File: config.mk
export PLATFORM = sky130hd
export DESIGN_NAME = eew_write_path
export DESIGN_NICKNAME = d
export VERILOG_FILES = /design/src/pkg/eew_pkg.sv /design/src/hw/eew_write_path.sv /design/src/hw/eew_sync.sv /design/src/hw/eew_page_mem.sv
export VERILOG_INCLUDE_DIRS = /design/src /design/src/pkg
export SDC_FILE = /design/constraint.sdc
export NUM_CORES = 1
export LEC_CHECK = 0
export CORE_AREA = 3 3 150 152
export CTS_CLUSTER_DIAMETER = 50
export DETAILED_ROUTE_END_ITERATION = 12
export DIE_AREA = 0 0 153 155
export DONT_BUFFER_PORTS = 1
export PLACE_DENSITY = 0.72
export SYNTH_ARGS = -nofsm -noshare
export SYNTH_HDL_FRONTEND = slang
export SYNTH_HIERARCHICAL = 1
export SYNTH_SLANG_ARGS = --single-unit
export TNS_END_PERCENT = 5
File: constraint.sdc
create_clock -name mclk_in -period 8.6 [get_ports mclk_in]
set_input_delay 1.72 -clock mclk_in [delete_from_list [all_inputs] [get_ports mclk_in]]
set_output_delay 1.72 -clock mclk_in [all_outputs]
set_load 0.02 [all_outputs]
File: src/pkg/eew_defines.svh
// constants for the eeprom write path: addresses, fields, timing
// assumes a 10 MHz system clock that also oversamples the i2c lines
`ifndef EEW_DEFINES_SVH
`define EEW_DEFINES_SVH

`define EEW_TYPE_ARRAY     4'hA
`define EEW_TYPE_PROT      4'hB
`define EEW_WA_PROT_SEL    2'h3
`define EEW_PAGE_BITS      4
`define EEW_ADDR_W         10
`define EEW_DATA_W         8
`define EEW_PROT_KEY_BIT   6
`define EEW_PROT_CONF_BIT  5
`define EEW_PROT_EN_BIT    3
`define EEW_PROT_BLK_HI    2
`define EEW_PROT_BLK_LO    1
`define EEW_PROT_FRZ_BIT   0
`define EEW_PROT_RESET     4'h0
`define EEW_CLK_PERIOD_NS  100
`define EEW_WRITE_TIME_NS  5000000
`define EEW_WRITE_CYCLES   ((`EEW_WRITE_TIME_NS + `EEW_CLK_PERIOD_NS - 1) / `EEW_CLK_PERIOD_NS)

`endif

File: src/pkg/eew_pkg.sv
// types shared by the eeprom write path
// assumes eew_defines.svh is on the include path
package eew_pkg;
   `include "eew_defines.svh"

   // one write job handed from the link domain at stop
   typedef struct packed {
      logic                     prot_reg;
      logic [`EEW_ADDR_W-1:0]   base_addr;
      logic [`EEW_PAGE_BITS:0]  count;
      logic [`EEW_DATA_W-1:0]   first_data;
   } eew_job_s;

   // protection register contents
   typedef struct packed {
      logic       sw_protect_enable;
      logic [1:0] protect_block_code;
      logic       protect_freeze_bit;
   } eew_prot_s;

   typedef enum logic [2:0] {
      EEW_IDLE, EEW_DEV, EEW_WORD, EEW_DATA, EEW_ACK, EEW_SKIP
   } eew_link_e;
endpackage

File: src/hw/eew_write_path.sv
// i2c client eeprom write path with hardware and software protection
// assumes scl/sda oversampled on mclk; scl high and low each last several mclk
module eew_write_path
   import eew_pkg::*;
#(
   parameter int unsigned WRITE_CYCLES = `EEW_WRITE_CYCLES,
   parameter bit          LARGE        = 1'b1
) (
   input  wire logic                 mclk_in,
   input  wire logic                 rst_n_in,
   input  wire logic                 scl_in,
   input  wire logic                 sda_in,
   output logic                      sda_out,
   output logic                      sda_oe_out,
   input  wire logic                 write_protect_in,
   input  wire logic                 client_sel_hi_in,
   input  wire logic                 client_sel_lo_in,
   output logic                      busy_out,
   output logic                      prog_we_out,
   output logic [`EEW_ADDR_W-1:0]    prog_addr_out,
   output logic [`EEW_DATA_W-1:0]    prog_data_out,
   output eew_pkg::eew_prot_s        protect_config_reg_out
);
   // ------------------------------------------------------------
   // input synchronisers
   // ------------------------------------------------------------
   logic scl_s, sda_s, wp_s;
   eew_sync u_scl (.clk_in(mclk_in), .d_in(scl_in),           .q_out(scl_s));
   eew_sync u_sda (.clk_in(mclk_in), .d_in(sda_in),           .q_out(sda_s));
   eew_sync u_wp  (.clk_in(mclk_in), .d_in(write_protect_in), .q_out(wp_s));

   logic scl_q, sda_q;
   always_ff @(posedge mclk_in) begin
      scl_q <= scl_s;
      sda_q <= sda_s;
   end
   wire scl_rise = scl_s & ~scl_q;
   wire scl_fall = ~scl_s & scl_q;
   wire start_ev = scl_s & scl_q & sda_q & ~sda_s;
   wire stop_ev  = scl_s & scl_q & ~sda_q & sda_s;

   // ------------------------------------------------------------
   // byte engine
   // ------------------------------------------------------------
   eew_link_e             st_q;
   logic [3:0]            bit_q;
   logic [7:0]            sh_q;
   logic                  drive_q;
   logic                  is_prot_q;
   logic [`EEW_ADDR_W-1:0] addr_q;
   logic [4:0]            cnt_q;
   logic [7:0]            first_q;
   logic                  busy_q;
   logic                  word_seen_q;
   eew_job_s              job;

   wire [7:0] byte_now = {sh_q[6:0], sda_s};
   wire       type_ok  = byte_now[7:4] == `EEW_TYPE_ARRAY
                         || byte_now[7:4] == `EEW_TYPE_PROT;
   // small variant: bit 2 is client_sel_lo; large: it is an address bit
   wire       sel_ok   = byte_now[3] == client_sel_hi_in
                         && (LARGE || byte_now[2] == client_sel_lo_in);
   wire       dev_hit  = type_ok && sel_ok && !byte_now[0] && !busy_q;

   always_ff @(posedge mclk_in) begin
      if (!rst_n_in) begin
         st_q    <= EEW_IDLE;
         bit_q   <= 4'h0;
         sh_q    <= 8'h00;
         drive_q <= 1'b0;
         is_prot_q <= 1'b0;
         addr_q  <= '0;
         cnt_q   <= 5'h00;
         first_q <= 8'h00;
      end else if (busy_q) begin
         st_q    <= EEW_IDLE; // inputs ignored while programming
         drive_q <= 1'b0;
      end else if (start_ev) begin
         st_q  <= EEW_DEV;
         bit_q <= 4'h0;
         cnt_q <= 5'h00;
      end else if (stop_ev) begin
         st_q    <= EEW_IDLE;
         drive_q <= 1'b0;
         cnt_q   <= 5'h00; // a later bare stop must not replay this job
      end else if (scl_rise && st_q inside {EEW_DEV, EEW_WORD, EEW_DATA}) begin
         sh_q  <= byte_now;
         bit_q <= bit_q + 4'h1;
         if (bit_q == 4'h7) begin
            unique case (st_q)
               EEW_DEV: begin
                  is_prot_q <= byte_now[4];
                  if (LARGE) begin
                     addr_q[9:8] <= byte_now[2:1];
                  end else begin
                     addr_q[9:8] <= {1'b0, byte_now[1]};
                  end
                  st_q <= dev_hit ? EEW_ACK : EEW_SKIP;
               end
               EEW_WORD: begin
                  addr_q[7:0] <= byte_now;
                  st_q        <= EEW_ACK;
               end
               default: begin
                  if (cnt_q == 5'h00) begin
                     first_q <= byte_now;
                  end
                  if (cnt_q != 5'h00) begin
                     addr_q[3:0] <= addr_q[3:0] + 4'h1;
                  end
                  if (cnt_q != 5'h1F) begin
                     cnt_q <= cnt_q + 5'h01;
                  end
                  st_q <= EEW_ACK; // acked regardless
               end
            endcase
         end
      end else if (scl_fall && st_q == EEW_ACK) begin
         drive_q <= ~drive_q;
         if (drive_q) begin
            bit_q <= 4'h0;
            st_q  <= word_seen_q ? EEW_DATA : EEW_WORD;
         end
      end
   end

   // ------------------------------------------------------------
   // ack phase sequencing
   // ------------------------------------------------------------
   // word address taken: later acks lead into data bytes
   always_ff @(posedge mclk_in) begin
      if (!rst_n_in || start_ev) begin
         word_seen_q <= 1'b0;
      end else if (scl_rise && st_q == EEW_WORD && bit_q == 4'h7 && !busy_q) begin
         word_seen_q <= 1'b1;
      end
   end

   // ------------------------------------------------------------
   // page buffer
   // ------------------------------------------------------------
   logic       pm_we;
   logic [3:0] pm_raddr_q;
   logic [7:0] pm_rdata;
   assign pm_we = scl_rise && st_q == EEW_DATA && bit_q == 4'h7 && !busy_q;
   eew_page_mem u_page (
      .clk_in   (mclk_in),
      .we_in    (pm_we),
      .waddr_in (cnt_q == 5'h00 ? addr_q[3:0] : addr_q[3:0] + 4'h1),
      .wdata_in (byte_now),
      .raddr_in (pm_raddr_q),
      .rdata_out(pm_rdata)
   );

   // ------------------------------------------------------------
   // protection decision at stop
   // ------------------------------------------------------------
   eew_prot_s prot_q;
   logic [`EEW_ADDR_W-1:0] row_base;
   logic [`EEW_ADDR_W-1:0] lim;
   logic                   sw_hit;
   assign row_base = addr_q;
   always_comb begin
      // protected from lim upward; full array when code 11
      unique case (prot_q.protect_block_code)
         2'h0:    lim = LARGE ? 10'h300 : 10'h180;
         2'h1:    lim = LARGE ? 10'h200 : 10'h100;
         2'h2:    lim = LARGE ? 10'h100 : 10'h080;
         default: lim = 10'h000;
      endcase
      sw_hit = prot_q.sw_protect_enable && row_base >= lim;
   end

   assign job = {is_prot_q, addr_q, cnt_q, first_q};

   wire data_ok   = st_q != EEW_SKIP && job.count != 5'h00 && !busy_q;
   wire arr_write = data_ok && !job.prot_reg;
   wire reg_write = data_ok && job.prot_reg;
   wire arr_go    = arr_write && !wp_s && !sw_hit;
   wire reg_go    = reg_write && job.count == 5'h01
                    && job.base_addr[7:6] == `EEW_WA_PROT_SEL
                    && job.first_data[`EEW_PROT_KEY_BIT]
                    && job.first_data[`EEW_PROT_CONF_BIT] == job.first_data[`EEW_PROT_FRZ_BIT]
                    && !prot_q.protect_freeze_bit;

   always_ff @(posedge mclk_in) begin
      if (!rst_n_in) begin
         prot_q <= `EEW_PROT_RESET;
      end else if (stop_ev && reg_go) begin
         prot_q <= job.first_data[3:0];
      end
   end

   // ------------------------------------------------------------
   // self-timed programming
   // ------------------------------------------------------------
   logic [31:0] tmr_q;
   logic [4:0]  left_q;
   logic [3:0]  off_q;
   logic        we_q;
   always_ff @(posedge mclk_in) begin
      if (!rst_n_in) begin
         busy_q     <= 1'b0;
         tmr_q      <= 32'h0;
         left_q     <= 5'h00;
         off_q      <= 4'h0;
         pm_raddr_q <= 4'h0;
         we_q       <= 1'b0;
         prog_addr_out <= '0;
         prog_data_out <= '0;
      end else if (!busy_q) begin
         we_q <= 1'b0;
         if (stop_ev && arr_go) begin
            busy_q     <= 1'b1;
            tmr_q      <= WRITE_CYCLES;
            left_q     <= (job.count > 5'h10) ? 5'h10 : job.count;
            off_q      <= job.count > 5'h10 ? job.base_addr[3:0] + 4'h1 - 4'h0
                                             : job.base_addr[3:0] - job.count[3:0] + 4'h1;
            pm_raddr_q <= job.count > 5'h10 ? job.base_addr[3:0] + 4'h1
                                             : job.base_addr[3:0] - job.count[3:0] + 4'h1;
         end
      end else begin
         tmr_q <= tmr_q - 32'h1;
         we_q  <= 1'b0;
         if (left_q != 5'h00 && tmr_q[0] != WRITE_CYCLES[0]) begin // read data settled
            we_q          <= 1'b1;
            prog_addr_out <= {addr_q[`EEW_ADDR_W-1:4], off_q};
            prog_data_out <= pm_rdata;
            left_q        <= left_q - 5'h01;
            off_q         <= off_q + 4'h1;
            pm_raddr_q    <= off_q + 4'h1;
         end
         if (tmr_q <= 32'h1) begin
            busy_q <= 1'b0;
         end
      end
   end

   // ------------------------------------------------------------
   // outputs
   // ------------------------------------------------------------
   always_ff @(posedge mclk_in) begin
      if (!rst_n_in) begin
         sda_oe_out <= 1'b0;
         busy_out   <= 1'b0;
         prog_we_out <= 1'b0;
         protect_config_reg_out <= `EEW_PROT_RESET;
      end else begin
         sda_oe_out  <= drive_q;
         busy_out    <= busy_q;
         prog_we_out <= we_q;
         protect_config_reg_out <= prot_q;
      end
   end
   always_ff @(posedge mclk_in) begin
      sda_out <= 1'b0;
   end

   // ------------------------------------------------------------
   // checks
   // ------------------------------------------------------------
   busy_no_ack_a: assert property (@(posedge mclk_in) disable iff (!rst_n_in)
      busy_q |-> !drive_q) else $error("ack driven while programming");
   wp_block_a: assert property (@(posedge mclk_in) disable iff (!rst_n_in)
      (stop_ev && !busy_q && wp_s) |=> !busy_q) else $error("protected write started");
   reg_frozen_a: assert property (@(posedge mclk_in) disable iff (!rst_n_in)
      prot_q.protect_freeze_bit |=> $stable(prot_q)) else $error("frozen register changed");
   prog_row_a: assert property (@(posedge mclk_in) disable iff (!rst_n_in)
      we_q |-> prog_addr_out[9:4] == addr_q[9:4]) else $error("write left the row");
   start_prog_a: assert property (@(posedge mclk_in) disable iff (!rst_n_in)
      (stop_ev && arr_go && !busy_q) |=> busy_q[*2]) else $error("no cycle at stop");
   sw_range_a: assert property (@(posedge mclk_in) disable iff (!rst_n_in)
      (stop_ev && sw_hit && !busy_q) |=> !busy_q) else $error("range write started");
   prog_end_a: assert property (@(posedge mclk_in) disable iff (!rst_n_in)
      $fell(busy_q) |-> $past(tmr_q) <= 32'h1) else $error("cycle ended early");
   reg_multi_a: assert property (@(posedge mclk_in) disable iff (!rst_n_in)
      (stop_ev && reg_write && job.count != 5'h01) |=> $stable(prot_q))
      else $error("multi-byte register write taken");
endmodule // eew_write_path

File: src/hw/eew_sync.sv
// two flip-flop synchroniser for one level
// assumes d_in is asynchronous to clk_in
module eew_sync (
   input  wire logic clk_in,
   input  wire logic d_in,
   output logic      q_out
);
   logic meta_q;

   always_ff @(posedge clk_in) begin
      meta_q <= d_in;
      q_out  <= meta_q;
   end
endmodule // eew_sync

File: src/hw/eew_page_mem.sv
// 16-byte page buffer, registered read
// assumes single clock, one write port, one read port
module eew_page_mem (
   input  wire logic       clk_in,
   input  wire logic       we_in,
   input  wire logic [3:0] waddr_in,
   input  wire logic [7:0] wdata_in,
   input  wire logic [3:0] raddr_in,
   output logic [7:0]      rdata_out
);
   logic [7:0] mem_q [16];

   always_ff @(posedge clk_in) begin
      if (we_in) begin
         mem_q[waddr_in] <= wdata_in;
      end
      rdata_out <= mem_q[raddr_in];
   end
endmodule // eew_page_mem

# Yosys cells after proc, flatten, opt, wreduce, memory -nomap -nowiden
# Memory sizes are Yosys's and may differ from the RTL's. A register that Yosys moved wholly into a read port is not among the register bits.
# Index checks and enable logic that the tools add are counted.
[word_totals]
regBits = 119
ramBits = 128
input_bits = 7
out_inout_bits = 26
wordCells = 198
n_memories = 1
[mem_list]
columns = ["memory", "words", "width", "rd", "rd_clocked_by_memory_dff", "wr", "line_no", "rtl"]
rows = [
  ["u_page.mem_q", 16, 8, 1, 1, 1, "eew_page_mem.sv:11", "logic [7:0] mem_q [16];"],
]
[op_classes]
addsub = 8
n_lt_le_gt_ge = 3
eq_ne = 21
muxes = 43
bitwise = 18
n_reduce_logical = 68
[op_table]
columns = ["op", "count"]
rows = [
  ["$mux 32", 2],
  ["$mux 5", 10],
  ["$mux 4", 11],
  ["$le 32x1->1 const B", 1],
  ["$sub 32x1->32 const B", 1],
  ["$pmux 10 s3", 1],
  ["$logic_and 1x1->1", 26],
  ["$reduce_bool 3->1", 6],
  ["$add 4x1->4 const B", 4],
  ["$mux 1", 14],
  ["$reduce_and 7->1", 2],
  ["$mux 3", 4],
  ["$reduce_and 6->1", 2],
  ["$not 1->1", 11],
  ["$ge 10x10->1", 1],
  ["$reduce_bool 2->1", 5],
  ["$reduce_bool 5->1", 2],
  ["$reduce_and 3->1", 3],
  ["$eq 4x4->1 const B", 2],
  ["$pmux 4 s2", 1],
  ["$reduce_and 4->1", 2],
  ["$reduce_bool 4->1", 2],
  ["$and 1x1->1", 7],
  ["$logic_not 1->1", 7],
  ["25 further kinds", 34],
]

# Logic depth before layout (Yosys ltp)
[logic_depth]
ltp_word = 11
depth_mapped = 11
ltp_nobuf = 11

# Cells and area by module
# Netlist, hierarchy kept.
[modules_own_cells]
columns = ["module", "instances", "cells_each", "area_each_um2", "seq_area_each_um2"]
rows = [
  ["eew_write_path", 1, 631, 5380.2, 2242.2],
  ["eew_page_mem", 1, 229, 5147.4, 4003.8],
  ["eew_sync", 3, 2, 40.0, 40.0],
]

# Least setup slack after synthesis
# No wires, ideal clock.
[synth_timing]
path_type = "reg2reg"
start = "register cnt_q[0]"
end = "memory u_page.mem_q[0][0] (enable)"
setup_time_ps = 383
t_arrival_ps = 2540
t_required_ps = 8217
path_slack_ps = 5677
path_stages_with_launch = 9
n_path_buf = 1
synth_period_minus_slack_ps = 2923
path_cell_list = "dfxtp_1 -> inv_1 -> ha_1 -> or4b_1 -> clkbuf_1 -> nand2_1 -> xnor2_1 -> or3b_2 -> nor3_1"
[synth_between]
elab_chain_len = 2
[synth_lines]
columns = ["item", "line_no", "rtl"]
rows = [
  ["start: declaration", "eew_write_path.sv:51", "logic [4:0] cnt_q;"],
  ["start signal: assignment", "eew_write_path.sv:112", "cnt_q <= cnt_q + 5'h01;"],
  ["$logic_not 5->1", "eew_write_path.sv:149", ".waddr_in (cnt_q == 5'h00 ? addr_q[3:0] : addr_q[3:0] + 4'h1),"],
  ["$mux 4", "eew_write_path.sv:149", ""],
  ["end: declaration", "eew_page_mem.sv:11", ""],
]
# No other way between the ends.

# Worst setup path after layout
[layout_timing]
start = "register cnt_q[0]"
end = "memory u_page.mem_q[15][1] (enable)"
# Same word-level chain as after synthesis.

==> flow_metrics.env <==
export IMPL_routed_via_density=5.879
export IMPL_total_power_uw=2433
export IMPL_antenna_cells=0
export IMPL_hold_buffers=0
export IMPL_power_density_nw_per_um2=207.4
export IMPL_combPwrFrac=0.006
export IMPL_synth_most_common_cell="edfxtp_1"
export IMPL_p_switching_uw=479.3
export IMPL_min_to="u_scl/q_out$_DFF_P_"
export IMPL_p_int_uw=1954
export IMPL_clkPwrFrac=0.473
export IMPL_hp_start="u_scl/meta_q$_DFF_P_"
export IMPL_synth_seq_cells=254
export IMPL_synth_top_cell_by_area="edfxtp_1"
export IMPL_sw_frac_of_total=0.1970
export IMPL_async_flop_share=0
export IMPL_cts_root_buf="clkbuf_16"
export IMPL_setup_violations_final=0
export IMPL_cp_end_kind="flip-flop"
export IMPL_synth_nets=892
export IMPL_maxSlewViolCount=0
export IMPL_rr_worst_depth=6
export IMPL_antenna_found_initial=0
export IMPL_synth_top_area_frac=0.3610
export IMPL_grt_use_total=0.1830
export IMPL_ant_nets=0
export IMPL_drive_above_1_share=0.1185
export IMPL_cp_start_kind="flip-flop"
export IMPL_synth_flop_cell="edfxtp_1"
export IMPL_cts_tree="built"
export IMPL_num_rows=53
export IMPL_synth_edf_count=128
export IMPL_period_needed_ns=3.275
export IMPL_fp_dieW_um=153
export IMPL_netlist_instances=866
export IMPL_dieArea_um2=23720
export IMPL_routabilityCongestion=0.8020
export IMPL_grt_pass1_vias=6708
export IMPL_grt_first_pass_wirelength_um=35540
export IMPL_final_hold_viol_count=0
export IMPL_drv_cap=0
export IMPL_core_um2=21150
export IMPL_post_route_period_util=0.3808
export IMPL_status="finished, final reports clean"
export IMPL_dp_final_hpwl_um=13390
export IMPL_min_path_cells=0
export IMPL_synth_common_cells="128 x edfxtp_1, 126 x dfxtp_1, 77 x nor2_1, 72 x nand2_1, 57 x a21oi_1"
export IMPL_dr_pass1_iters=4
export IMPL_die_h_um=155
export IMPL_start_util=0.5033
export IMPL_drc=0
export IMPL_vias=6779
export IMPL_clk_latency_ns=0.53
export IMPL_final_core_util=0.5547
export IMPL_cts_buffer_depth=3
export IMPL_min_path_type="reg -> reg"
export IMPL_ys_warn_count=6
export IMPL_layout_nets=884
export IMPL_ys_seq_area_frac=0.5979
export IMPL_crit_type="reg -> reg"
export IMPL_ys_top_cells_by_area="edfxtp_1 36%, dfxtp_1 24%, mux4_2 3.8%"
export IMPL_syn_area_um2=10650
export IMPL_path_max_fanout=12
export IMPL_yosysUniqueCellTypes=75
export IMPL_finalWirelength_um=21740
export IMPL_skew_ns=0.008667
export IMPL_reg2reg_slack_ns=5.33
export IMPL_ctsResizeCount=0
export IMPL_cts_setup_buffers=0
export IMPL_relSlewSlack=0.1802
export IMPL_wl_per_cell_um=18.85
export IMPL_grt_ovfl_total=0
export IMPL_regToRegStartpoint="cnt_q[0]$_SDFFE_PN0P_"
export IMPL_io_buffers=0
export IMPL_worst_pin_slew_ns=1.220
export IMPL_areaGrowthSynthToFinish_pct=10.20
export IMPL_grt_max_degree=89
export IMPL_ios=33
export IMPL_required_ns=8.75
export IMPL_path_clk_slew_ns=0.06
export IMPL_first_iter_violations=513
export IMPL_worstPathArrival_ns=3.42
export IMPL_fin_setup_tns_ns=0
export IMPL_htreeDepth=1
export IMPL_cts_sinks=254
export IMPL_cts_buffers=27
export IMPL_fmax_mhz=305.4
export IMPL_synth_avg_cell_area_um2=12.30
export IMPL_worstReg2RegEnd="u_page/mem_q[15][1]$_DFFE_PP_"
export IMPL_p_leak_uw=0.004058
export IMPL_ir_drop_mv=0.1445
export IMPL_sequentialPowerShare=0.521
export IMPL_rsz0062_at_grt="no"
[metal layers]
layer  track usage  wire length (um)
met1        0.2537              9934
met2        0.3012             10230
met4       0.04625               484
met5             0                 0
met3       0.03477              1088
[per-stage QoR]
stage	hold slack, ns	setup WS, ns	instances	area (um2)
3_5_place_dp	0.3121	5.345	1104	10830
2_1_floorplan	0.3096	5.677	866	10650
4_1_cts	0.3262	5.333	1153	11730
3_3_place_gp	0.3098	5.364	1104	10830
6_report	0.3258	5.325	1153	11730
5_1_grt	0.3301	5.092	1153	11730
[final cells by class]
class	count	area (um2)
inverter	24	90.09
sequential	254	6367
clock inverter	14	143.9
clock buffer	35	758.2
tap	275	344.1
timing repair buffer	9	67.56
multi-input combinational	542	3963
fill	1752	9420
[critical path: stages, from the launching register on]
cell	delay, ns
dfxtp_1	0.35
inv_1	0.13
ha_1	0.17
or4b_1	0.66
o21ai_0	0.66
nand2_1	0.23
nor2_1	0.70
[kinds of logic after synthesis]
family / Yosys count / share of synthesized area
other: 1 / 0.0003522
xor gates and xnor gates: 20 / 0.01645
and+or+nand+nor: 304 / 0.1483
adders and majority gates: 19 / 0.02303
AOI/OAI and AO/OA: 140 / 0.08672
muxes: 58 / 0.09730
buffers and inverters: 70 / 0.02996
DFF: 254 / 0.5979
[worst max-delay path by stage]
stage                          start                            end  slack, ns
6_report       cnt_q[0]$_SDFFE_PN0P_  u_page/mem_q[15][1]$_DFFE_PP_       5.33
5_1_grt        cnt_q[0]$_SDFFE_PN0P_  u_page/mem_q[14][2]$_DFFE_PP_       5.09
4_1_cts        cnt_q[0]$_SDFFE_PN0P_  u_page/mem_q[14][2]$_DFFE_PP_       5.33
3_5_place_dp   cnt_q[0]$_SDFFE_PN0P_   u_page/mem_q[8][0]$_DFFE_PP_       5.35
3_3_place_gp   cnt_q[0]$_SDFFE_PN0P_   u_page/mem_q[7][5]$_DFFE_PP_       5.36
2_1_floorplan  cnt_q[0]$_SDFFE_PN0P_   u_page/mem_q[0][0]$_DFFE_PP_       5.68
[power by group through the flow]
stage | registers, uW | logic [uW] | clock network (uW)
after global placement | 1290 | 15.1 | 0
final | 1270 | 15.2 | 1150
after detailed placement | 1290 | 15.2 | 0
after CTS | 1270 | 15.3 | 1170
after global routing | 1270 | 16.8 | 1230
after floorplan | 1290 | 14.3 | 0
[cells in the final DEF, fill, tap and decap left out, types with 5 or more instances in the layout]
cell type  count
ha_1          18
mux4_2        18
nand2_1       72
nand4_1        9
a2bb2oi_1      5
and3_1        12
nand3_1       28
dfxtp_1      125
or3_2          5
o21a_1         5
buf_4          9
nand2b_1       7
a21oi_1       57
a211oi_1       7
or2_2          8
edfxtp_1     128
o21ai_0       11
inv_1         24
nor2_1        77
xor2_1         5
mux4_1        14
a22oi_1       18
or3_1          9
nand3b_1       7
o211ai_1       8
and2_1         8
mux2i_1       24
xnor2_1       15
nor3_1        24
clkbuf_16     28
[registers in the layout, summed over array words and instances (netlist names), 5 cells and up]
signal	count
first_q	6
prog_data_out	8
cnt_q	5
addr_q	10
sh_q	7
left_q	5
tmr_q	32
u_page/rdata_out	8
u_page/mem_q	128
prog_addr_out	10
Power figures use the tool's default switching activity.
